$ cat config.mk
export PLATFORM = sky130hd
export DESIGN_NAME = dsc_supervisor
export DESIGN_NICKNAME = d
export VERILOG_FILES = /design/src/hw/dsc_pkg.sv /design/src/hw/dsc_supervisor.sv
export SDC_FILE = /design/constraint.sdc
export NUM_CORES = 1
export LEC_CHECK = 0
export BUFFER_PORTS_ARGS = -buffer_cell sky130_fd_sc_hd__buf_4
export CORE_UTILIZATION = 49
export CTS_CLUSTER_DIAMETER = 200
export DETAILED_ROUTE_END_ITERATION = 8
export PLACE_DENSITY = 0.69
export SLEW_MARGIN = 30
export SYNTH_ARGS = -nofsm -noshare
export SYNTH_HDL_FRONTEND = slang
export SYNTH_SLANG_ARGS = --single-unit
$ cat constraint.sdc
create_clock -name sys_clk -period 1.7 [get_ports sys_clk]
set_clock_uncertainty 0.05 [all_clocks]
set_input_delay 0 -clock sys_clk [delete_from_list [all_inputs] [get_ports sys_clk]]
set_output_delay 0 -clock sys_clk [all_outputs]
set_load 0.01 [all_outputs]
$ cat src/hw/dsc_pkg.sv
/*
 * Constants for the driver supervision and clock select block.
 * Assumes a single 100 MHz system clock and synchronous inputs.
 */
package dsc_pkg;
	localparam int CLK_PERIOD_NS = 10;
	localparam int OSC_FREQ_HZ = 15000000;
	localparam int TEMP_WARN_C = 100;
	localparam int TEMP_SHUT_C = 150;
	localparam int POR_HOLD_NS = 1000;
	localparam int POR_CYCLES = (POR_HOLD_NS + CLK_PERIOD_NS - 1) /
		CLK_PERIOD_NS;
	localparam int POR_CNT_W = 8;
	localparam int STILL_BITS = 20;
	localparam int SPI_W = 20;
	// configuration word fields, captured at chip select release
	localparam int CFG_SLOPE_LSB = 18;
	localparam int CFG_OFF_LSB = 14;
	localparam int CFG_S2G_BIT = 13;
	localparam int CFG_CS_LSB = 0;
	localparam int OFF_W = 4;
	localparam int CS_W = 5;
	// response word fields, loaded at chip select assertion
	localparam int RSP_LOAD_LSB = 15;
	localparam int RSP_SHUT_BIT = 2;
	localparam int RSP_WARN_BIT = 1;
	localparam int RSP_STILL_BIT = 0;
	localparam logic [1:0] SLOPE_MIN = 2'h0;
	localparam logic [1:0] SLOPE_MIN_TC = 2'h1;
	localparam logic [1:0] SLOPE_MED_TC = 2'h2;
	localparam logic [1:0] SLOPE_MAX = 2'h3;
	localparam logic [1:0] GATE_MIN = 2'h0;
	localparam logic [1:0] GATE_MED = 2'h1;
	localparam logic [1:0] GATE_MAX = 2'h2;
	localparam logic [1:0] GATE_BOOST = 2'h3;
endpackage : dsc_pkg

$ cat src/hw/dsc_supervisor.sv
/*
 * Supervision of a stepper driver: thermal flags, undervoltage and
 * power-up reset, serial status interface and clock source select.
 * Assumes comparator, supply and serial inputs already synchronous.
 */
`timescale 1ns/1ps
`default_nettype none

// Functional notes
// - compare temperature at 100 and 150 C
// - warning flag set at warning level
// - shutdown level disables bridge, sets flag
// - TC slope boosts gate current one step
// - undervoltage resets logic, disables all transistors
// - undervoltage clears all configuration to zero
// - in reset, respond zeros, no pass-through
// - reset clears current scale, energy reads zero
// - power-up holds serial interface, clears registers
// - internal oscillator nominal 15 MHz by default
// - first clock high switches to external
// - no fallback to oscillator once switched
// - standstill after 2^20 cycles without step
// - short protection held without running clock
// - hardware disable input frees motor
// - zero off-time disables transistors too
// - slope codes min, min+TC, med+TC, max
module dsc_supervisor #(
	parameter int STILL_BITS = dsc_pkg::STILL_BITS,
	parameter int SPI_W = dsc_pkg::SPI_W
) (
	input wire logic sys_clk,
	input wire logic rst_b,
	input wire logic temp_warn_cmp,
	input wire logic temp_shut_cmp,
	input wire logic logic_uv,
	input wire logic motor_uv,
	input wire logic hw_disable_input,
	input wire logic step_pulse,
	input wire logic ext_clk_in,
	input wire logic spi_cs_b,
	input wire logic spi_sck,
	input wire logic spi_sdi,
	output logic spi_sdo,
	output logic bridge_enable,
	output logic logic_reset,
	output logic thermal_warning_flag,
	output logic thermal_shutdown_flag,
	output logic standstill_flag,
	output logic [1:0] hs_gate_step,
	output logic osc_enable,
	output logic ext_clk_selected,
	output logic s2g_protect_en
);
	typedef enum {DSC_OSC, DSC_EXT} dsc_clk_e;

	dsc_clk_e clk_src, next_clk_src;
	logic [dsc_pkg::POR_CNT_W-1:0] por_cnt, next_por_cnt;
	logic [STILL_BITS:0] still_cnt, next_still_cnt;
	logic [SPI_W-1:0] sreg, next_sreg;
	logic [1:0] slope, next_slope;
	logic [dsc_pkg::OFF_W-1:0] off_time, next_off_time;
	logic [dsc_pkg::CS_W-1:0] cur_scale, next_cur_scale;
	logic s2g_en, next_s2g_en;
	logic sck_q, cs_q;
	logic sys_rst, sck_rise, cs_fall, cs_rise;
	logic [1:0] base_step;

	function automatic logic [1:0] slope_base(input logic [1:0] s);
		case (s)
			dsc_pkg::SLOPE_MIN: slope_base = dsc_pkg::GATE_MIN;
			dsc_pkg::SLOPE_MIN_TC: slope_base = dsc_pkg::GATE_MIN;
			dsc_pkg::SLOPE_MED_TC: slope_base = dsc_pkg::GATE_MED;
			default: slope_base = dsc_pkg::GATE_MAX;
		endcase
	endfunction : slope_base

	function automatic logic slope_tc(input logic [1:0] s);
		slope_tc = (s == dsc_pkg::SLOPE_MIN_TC) ||
			(s == dsc_pkg::SLOPE_MED_TC);
	endfunction : slope_tc

	always_comb begin
		// either supply low holds the logic
		sys_rst = logic_uv | motor_uv | (por_cnt != '0);
		sck_rise = spi_sck & ~sck_q;
		cs_fall = ~spi_cs_b & cs_q;
		cs_rise = spi_cs_b & ~cs_q;
		base_step = slope_base(slope);
		// power-up hold restarts on any undervoltage
		if (logic_uv | motor_uv) begin
			next_por_cnt = dsc_pkg::POR_CNT_W'(dsc_pkg::POR_CYCLES);
		end else if (por_cnt != '0) begin
			next_por_cnt = por_cnt - 1'b1;
		end else begin
			next_por_cnt = por_cnt;
		end
	end

	always_comb begin
		next_clk_src = clk_src;
		// first high level commits to external clock
		// no path back to the oscillator
		case (clk_src)
			DSC_OSC: begin
				if (ext_clk_in) begin
					next_clk_src = DSC_EXT;
				end
			end
			DSC_EXT: next_clk_src = DSC_EXT;
			default: next_clk_src = DSC_OSC;
		endcase
	end

	always_comb begin
		next_sreg = sreg;
		next_slope = slope;
		next_off_time = off_time;
		next_cur_scale = cur_scale;
		next_s2g_en = s2g_en;
		// shift register held at zero in reset
		if (sys_rst) begin
			next_sreg = '0;
			next_slope = '0;
			next_off_time = '0;
			next_cur_scale = '0;
			next_s2g_en = 1'b0;
		end else if (cs_fall) begin
			next_sreg = '0;
			next_sreg[dsc_pkg::RSP_LOAD_LSB +: dsc_pkg::CS_W] = cur_scale;
			next_sreg[dsc_pkg::RSP_SHUT_BIT] = thermal_shutdown_flag;
			next_sreg[dsc_pkg::RSP_WARN_BIT] = thermal_warning_flag;
			next_sreg[dsc_pkg::RSP_STILL_BIT] = standstill_flag;
		end else if (~spi_cs_b & sck_rise) begin
			next_sreg = {sreg[SPI_W-2:0], spi_sdi};
		end else if (cs_rise) begin
			next_slope = sreg[dsc_pkg::CFG_SLOPE_LSB +: 2];
			next_off_time = sreg[dsc_pkg::CFG_OFF_LSB +: dsc_pkg::OFF_W];
			next_cur_scale = sreg[dsc_pkg::CFG_CS_LSB +: dsc_pkg::CS_W];
			next_s2g_en = sreg[dsc_pkg::CFG_S2G_BIT];
		end
	end

	always_comb begin
		// count clocks since the last step
		if (step_pulse | sys_rst) begin
			next_still_cnt = '0;
		end else if (!still_cnt[STILL_BITS]) begin
			next_still_cnt = still_cnt + 1'b1;
		end else begin
			next_still_cnt = still_cnt;
		end
	end

	always_ff @(posedge sys_clk) begin
		if (!rst_b) begin
			clk_src <= DSC_OSC;
			por_cnt <= dsc_pkg::POR_CNT_W'(dsc_pkg::POR_CYCLES);
			still_cnt <= '0;
			sreg <= '0;
			slope <= '0;
			off_time <= '0;
			cur_scale <= '0;
			s2g_en <= 1'b0;
			sck_q <= 1'b0;
			cs_q <= 1'b1;
			spi_sdo <= 1'b0;
			bridge_enable <= 1'b0;
			logic_reset <= 1'b1;
			thermal_warning_flag <= 1'b0;
			thermal_shutdown_flag <= 1'b0;
			standstill_flag <= 1'b0;
			hs_gate_step <= dsc_pkg::GATE_MIN;
			osc_enable <= 1'b1;
			ext_clk_selected <= 1'b0;
			s2g_protect_en <= 1'b0;
		end else begin
			clk_src <= next_clk_src;
			por_cnt <= next_por_cnt;
			still_cnt <= next_still_cnt;
			sreg <= next_sreg;
			slope <= next_slope;
			off_time <= next_off_time;
			cur_scale <= next_cur_scale;
			s2g_en <= next_s2g_en;
			sck_q <= spi_sck;
			cs_q <= spi_cs_b;
			// nothing leaves the serial output in reset
			spi_sdo <= ~sys_rst & next_sreg[SPI_W-1];
			bridge_enable <= ~sys_rst & ~temp_shut_cmp &
				~hw_disable_input & (next_off_time != '0);
			logic_reset <= sys_rst;
			thermal_warning_flag <= temp_warn_cmp;
			thermal_shutdown_flag <= temp_shut_cmp;
			standstill_flag <= next_still_cnt[STILL_BITS];
			// one extra step when compensated and warm
			hs_gate_step <= (slope_tc(slope) & temp_warn_cmp) ?
				base_step + 2'h1 : base_step;
			// oscillator runs until external clock seen
			osc_enable <= (next_clk_src == DSC_OSC);
			ext_clk_selected <= (next_clk_src == DSC_EXT);
			// enable held statically, needs no clock edges
			s2g_protect_en <= next_s2g_en;
		end
	end
endmodule : dsc_supervisor

`default_nettype wire

# Word level (Yosys, flattened, before mapping)

Index checks and enable logic that the tools add are counted.

Add/subtract/negate cells: 3
Eq/ne operators: 4
Mux-type cells: 12
Reductions and logical operators: 13
Bitwise operators: 21

Operators by type and width:

| kind                                              | number |
|---|---|
| logical NOT 32 bit                                | 2 |
| one-hot mux 32 bit (2 select lines)               | 1 |
| two-way mux 20 bit                                | 3 |
| == test 32 x 1 -> 1 bit (second input constant)   | 1 |
| == test 32 x 2 -> 1 bit (second input constant)   | 1 |
| two-way mux 32 bit                                | 1 |
| adder 21 x 1 -> 21 bit (second input constant)    | 1 |
| two-way mux 21 bit                                | 1 |
| two-way mux 4 bit                                 | 4 |
| AND 1 bit                                         | 9 |
| inverter 1 bit                                    | 9 |
| nonzero test 8 bit                                | 1 |
| OR reduction 2 bit                                | 4 |
| subtractor 8 x 1 -> 8 bit (second input constant) | 1 |
| one-hot mux 2 bit (2 select lines)                | 1 |
| nonzero test 4 bit                                | 1 |
| bitwise OR 1 bit                                  | 3 |
| AND reduction 3 bit                               | 1 |
| OR reduction 3 bit                                | 1 |
| adder 2 x 1 -> 2 bit (second input constant)      | 1 |
| == test 2 x 1 -> 1 bit (second input constant)    | 1 |
| == test 2 bit (second input constant)             | 1 |
| logical NOT 2 bit                                 | 1 |
| two-way mux 2 bit                                 | 1 |
| other kinds (2)                                   | 2 |

Register bits after elaboration: 104
Output and inout bits: 11
Logic and storage cells: 74

# Logic depth before layout (Yosys ltp)

Depth after elaboration: 8
Mapped depth: 7
Depth with buffers taken out: 6

# Least setup slack after synthesis

No wires, ideal clock.

Path type: reg-to-reg
Start: reg still_cnt[20]
End: reg still_cnt[19]
Path buffers: 2
Required time: 1.580 ns
Slack: 0.106 ns
Stages on the path, launching flop included: 7
Library setup time: 0.070 ns
Clock period less this slack: 1.594 ns
Data arrival time: 1.475 ns
Cells stage by stage: dfxtp_1 -> buf_6 -> and4b_1 -> buf_6 -> nand3_2 -> or4_1 -> a21oi_1

RTL lines:

| item                   | line                  | RTL |
|---|---|---|
| start, declared        | dsc_supervisor.sv:58  | `logic [STILL_BITS:0] still_cnt, next_still_cnt;` |
| start signal, assigned | dsc_supervisor.sv:179 | `still_cnt <= next_still_cnt;` |

# Final worst setup path

Start: reg still_cnt[0]
End: reg still_cnt[18]

Longest elaborated chain between the ends: 1

Ends and longest elaborated chain:

| item                   | line                  | RTL |
|---|---|---|
| adder 21 x 1 -> 21 bit | dsc_supervisor.sv:148 | `next_still_cnt = still_cnt + 1'b1;` |

No other way between the ends.
A chain may end at the register's enable or synchronous reset.

==> impl_metrics.prom <==
# TYPE chip_impl_metric gauge
chip_impl_metric{name="antenna-diode-count",unit=""} 0
chip_impl_metric{name="final_net_count",unit=""} 456
chip_impl_metric{name="peakVddDrop",unit="mV"} 0.570
chip_impl_metric{name="buffer_ports.inserted",unit=""} 22
chip_impl_metric{name="crit_required",unit="ps"} 1940
chip_impl_metric{name="post-route-period-util",unit="%"} 93.7
chip_impl_metric{name="layout.core_utilization",unit="%"} 62.8
chip_impl_info{name="timing.critical_path.from_type",value="register"} 1
chip_impl_metric{name="switchingPower",unit="uW"} 931
chip_impl_metric{name="clk_transition_reported_paths",unit="ps"} 100
chip_impl_metric{name="synth-edff-count",unit=""} 0
chip_impl_metric{name="clock_insertion_delay_worst_skew",unit="ps"} 360
chip_impl_metric{name="worst-path-max-fanout",unit=""} 5
chip_impl_metric{name="power_frac_clock",unit="%"} 35.0
chip_impl_metric{name="max-clock-path-buffers",unit=""} 2
chip_impl_metric{name="route.antenna.remaining_nets",unit=""} 0
chip_impl_metric{name="avgViaCountPerCell",unit=""} 4.93
chip_impl_metric{name="first_global_vias",unit=""} 2501
chip_impl_metric{name="dieArea",unit="mm2"} 0.00768
chip_impl_metric{name="clock_tree.htree_level_count",unit=""} 3
chip_impl_metric{name="synth-warning-count",unit=""} 0
chip_impl_metric{name="power-per-cell-area",unit="mW/mm2"} 923
chip_impl_info{name="regToRegEndpoint",value="still_cnt[18]"} 1
chip_impl_info{name="regToRegStartpoint",value="still_cnt[0]"} 1
chip_impl_info{name="worst_hold_startpoint",value="ext_clk_in"} 1
chip_impl_info{name="worst-setup-path-type",value="reg -> reg"} 1
chip_impl_metric{name="detail_route.first_pass.iterations",unit=""} 5
chip_impl_info{name="tritoncts",value="done"} 1
chip_impl_metric{name="place_hpwl",unit="mm"} 4.40
chip_impl_metric{name="crit_arrival",unit="ps"} 1840
chip_impl_metric{name="ratio_of_cells_with_drive_above_1_in_the_final_layout",unit="%"} 17.3
chip_impl_metric{name="drt_first_iter_violations",unit=""} 155
chip_impl_metric{name="io_pins",unit=""} 23
chip_impl_metric{name="setup_viol_count_final",unit=""} 0
chip_impl_metric{name="core",unit="mm2"} 0.00694
chip_impl_metric{name="fp.dieH",unit="um"} 87.6
chip_impl_metric{name="timing.max_cap.violations",unit=""} 0
chip_impl_metric{name="cts_inserted_buffers",unit=""} 9
chip_impl_metric{name="syn_inst",unit=""} 362
chip_impl_info{name="clockRootBuffer",value="sky130_fd_sc_hd__clkbuf_8"} 1
chip_impl_metric{name="via_count",unit=""} 2669
chip_impl_metric{name="worst_hold_path.num_cells",unit=""} 3
chip_impl_metric{name="async_reset_ff_share",unit="%"} 0
chip_impl_metric{name="finalHoldViolations",unit=""} 0
chip_impl_metric{name="areaGrowthSynthToFinish",unit="%"} 21.4
chip_impl_metric{name="synth.ff_latch_count",unit=""} 103
chip_impl_metric{name="placedCellCount",unit=""} 509
chip_impl_info{name="timing.hold.worst.class",value="in -> reg"} 1
chip_impl_info{name="synth_flop_cell",value="sky130_fd_sc_hd__dfxtp_1"} 1
chip_impl_info{name="endpoint_kind",value="register"} 1
chip_impl_metric{name="fp-row-count",unit=""} 30
chip_impl_metric{name="place.gp.congestion",unit=""} 0.763
chip_impl_info{name="final_cell_mix",value="100 x sky130_fd_sc_hd__dfxtp_1, 58 x sky130_fd_sc_hd__nand2_1, 38 x sky130_fd_sc_hd__buf_4"} 1
chip_impl_metric{name="finalCriticalPeriod",unit="ps"} 1590
chip_impl_metric{name="antenna_found_initial",unit=""} 0
chip_impl_metric{name="drc_errors",unit=""} 0
chip_impl_metric{name="post_layout_nonfiller_instances",unit=""} 541
chip_impl_metric{name="combinational_share_of_power",unit="%"} 3.4
chip_impl_metric{name="intPower",unit="uW"} 3090
chip_impl_metric{name="ff2ff_setup_slack",unit="ps"} 110
chip_impl_metric{name="synth_cell_type_count",unit=""} 44
chip_impl_metric{name="initial_utilization",unit="%"} 51.7
chip_impl_info{name="hold-path-endpoint",value="clk_src[0]"} 1
chip_impl_metric{name="grt_start_max_net_pins",unit=""} 22
chip_impl_metric{name="post_synth_instance_area",unit="mm2"} 0.00359
chip_impl_metric{name="p_leak",unit="uW"} 0.00157
chip_impl_metric{name="ff2ff_path_depth",unit=""} 5
chip_impl_metric{name="clock.fmax",unit="MHz"} 628
chip_impl_metric{name="floorplan.die.width",unit="um"} 87.6
chip_impl_metric{name="route.final.wire_length",unit="mm"} 6.41
chip_impl_metric{name="grt_pass1_wl",unit="mm"} 11.1
chip_impl_metric{name="pwr-share-seq",unit="%"} 61.6
chip_impl_info{name="outcome",value="finished clean"} 1
chip_impl_metric{name="numClockSinks",unit=""} 103
chip_impl_metric{name="finalMaxSlewViolations",unit=""} 0
chip_impl_metric{name="switching_share",unit="%"} 23.1
chip_impl_metric{name="proportion_of_synthesized_chip_area_in_sequential_cells",unit="%"} 57.4
chip_impl_metric{name="syn-mean-instance-area",unit="um2"} 9.93
chip_impl_metric{name="wire_per_inst",unit="um"} 11.8
chip_impl_info{name="layout.cells.most_common",value="sky130_fd_sc_hd__dfxtp_1"} 1
chip_impl_metric{name="grt.overflow.total",unit=""} 0
chip_impl_metric{name="grt_util_all_layers",unit="%"} 18.5
cell type report:
type,count,area (um2)
clock inverter,5,47.5
inverter,6,22.5
fill,598,2580
tap,96,120
multi-input combinational,268,1540
timing repair buffer,52,435
sequential,103,2070
clock buffer,11,131
worst max-delay path: stages, from the launching register on:
cell	delay [ps]
sky130_fd_sc_hd__dfxtp_2	360
sky130_fd_sc_hd__ha_2	190
sky130_fd_sc_hd__and3b_2	210
sky130_fd_sc_hd__nand4_1	170
sky130_fd_sc_hd__or3_1	420
sky130_fd_sc_hd__a21oi_2	120
layer usage:
metal / part of all wire [%] / wire, um / vias to the layer above / global-route usage (%)
met5: 0 / 0 / - / 0
met2: 48 / 3040 / 43 / 31.0
li1: - / - / 1372 / -
met3: 3.6 / 230 / 5 / 5.47
met4: 0.80 / 51 / 0 / 5.37
met1: 48 / 3080 / 1249 / 23.2
power by group through the flow:
stage                     registers (uW)  clock network (uW)  logic (uW)
final                               2480                1410         138
after global routing                2480                1570         153
after CTS                           2480                1470         135
after detailed placement            2540                   0         111
after global placement              2530                   0         110
after floorplan                     2530                   0        61.0
worst max path at each step:
stage	from	end	cells after the start
after global placement	still_cnt[0]	still_cnt[14]	5
after CTS	still_cnt[0]	still_cnt[18]	5
after global routing	still_cnt[0]	still_cnt[18]	5
after detailed placement	still_cnt[0]	still_cnt[18]	5
after floorplan	still_cnt[20]	still_cnt[19]	6
final	still_cnt[0]	still_cnt[18]	5
through the flow:
step	total power [uW]	instance area, um2	setup TNS (ps)	setup WS (ps)	hold WS [ps]
CTS	4080	4330	0	2.25	33.8
global route	4200	4360	-56.8	-32.6	54.0
global placement	2640	4020	0	148	135
finish	4030	4360	0	107	39.6
detailed placement	2650	4020	0	34.4	135
floorplan	2590	3710	0	106	23.0
registers in the layout, indices dropped and copies added (netlist names), 2 cells and up:
name / count
hs_gate_step: 2
por_cnt: 8
cur_scale: 5
still_cnt: 21
sreg: 19
off_time: 4
clk_src: 32
slope: 2
cells by family after synthesis:
| logic type | share of synthesized area, % |
|---|---|
| flops | 57.4 |
| compound gates | 10.9 |
| simple gates | 21.5 |
| mux | 1.11 |
| other cells | 0.104 |
| buf+inv | 3.20 |
| fa+ha+maj | 1.39 |
| xor+xnor | 4.39 |
cell usage after synthesis, drive strengths merged, types with 2 or more instances:
library cell | instances | share of area (%)
dfxtp | 103 | 57
nand2 | 58 | 6.1
a21oi | 33 | 5.6
nor2 | 29 | 3.1
xor2 | 11 | 2.7
o21ai | 10 | 1.4
nand3 | 9 | 1.4
buf | 8 | 1.8
nand4 | 8 | 1.4
nor4 | 8 | 1.8
clkbuf | 7 | 0.73
xnor2 | 7 | 1.7
a222oi | 6 | 1.7
and2 | 6 | 1.0
inv | 6 | 0.63
nor2b | 6 | 1.0
or3 | 6 | 1.0
a211oi | 4 | 0.84
ha | 4 | 1.4
mux2i | 4 | 1.1
nand2b | 4 | 0.70
nor3 | 3 | 0.42
or4 | 3 | 0.63
and3 | 2 | 0.35
and4 | 2 | 0.49
nor4b | 2 | 0.49
o31ai | 2 | 0.42
o41ai | 2 | 0.49
repair_timing:
item / CTS / global route
hold endpoints to repair: 15 / 0
endpoints found under the setup margin: 0 / 8
gates resized for setup: 0 / 8
setup buffers: 0 / 3
hold buffers: 13 / 0
Power figures use the tool's default switching activity.
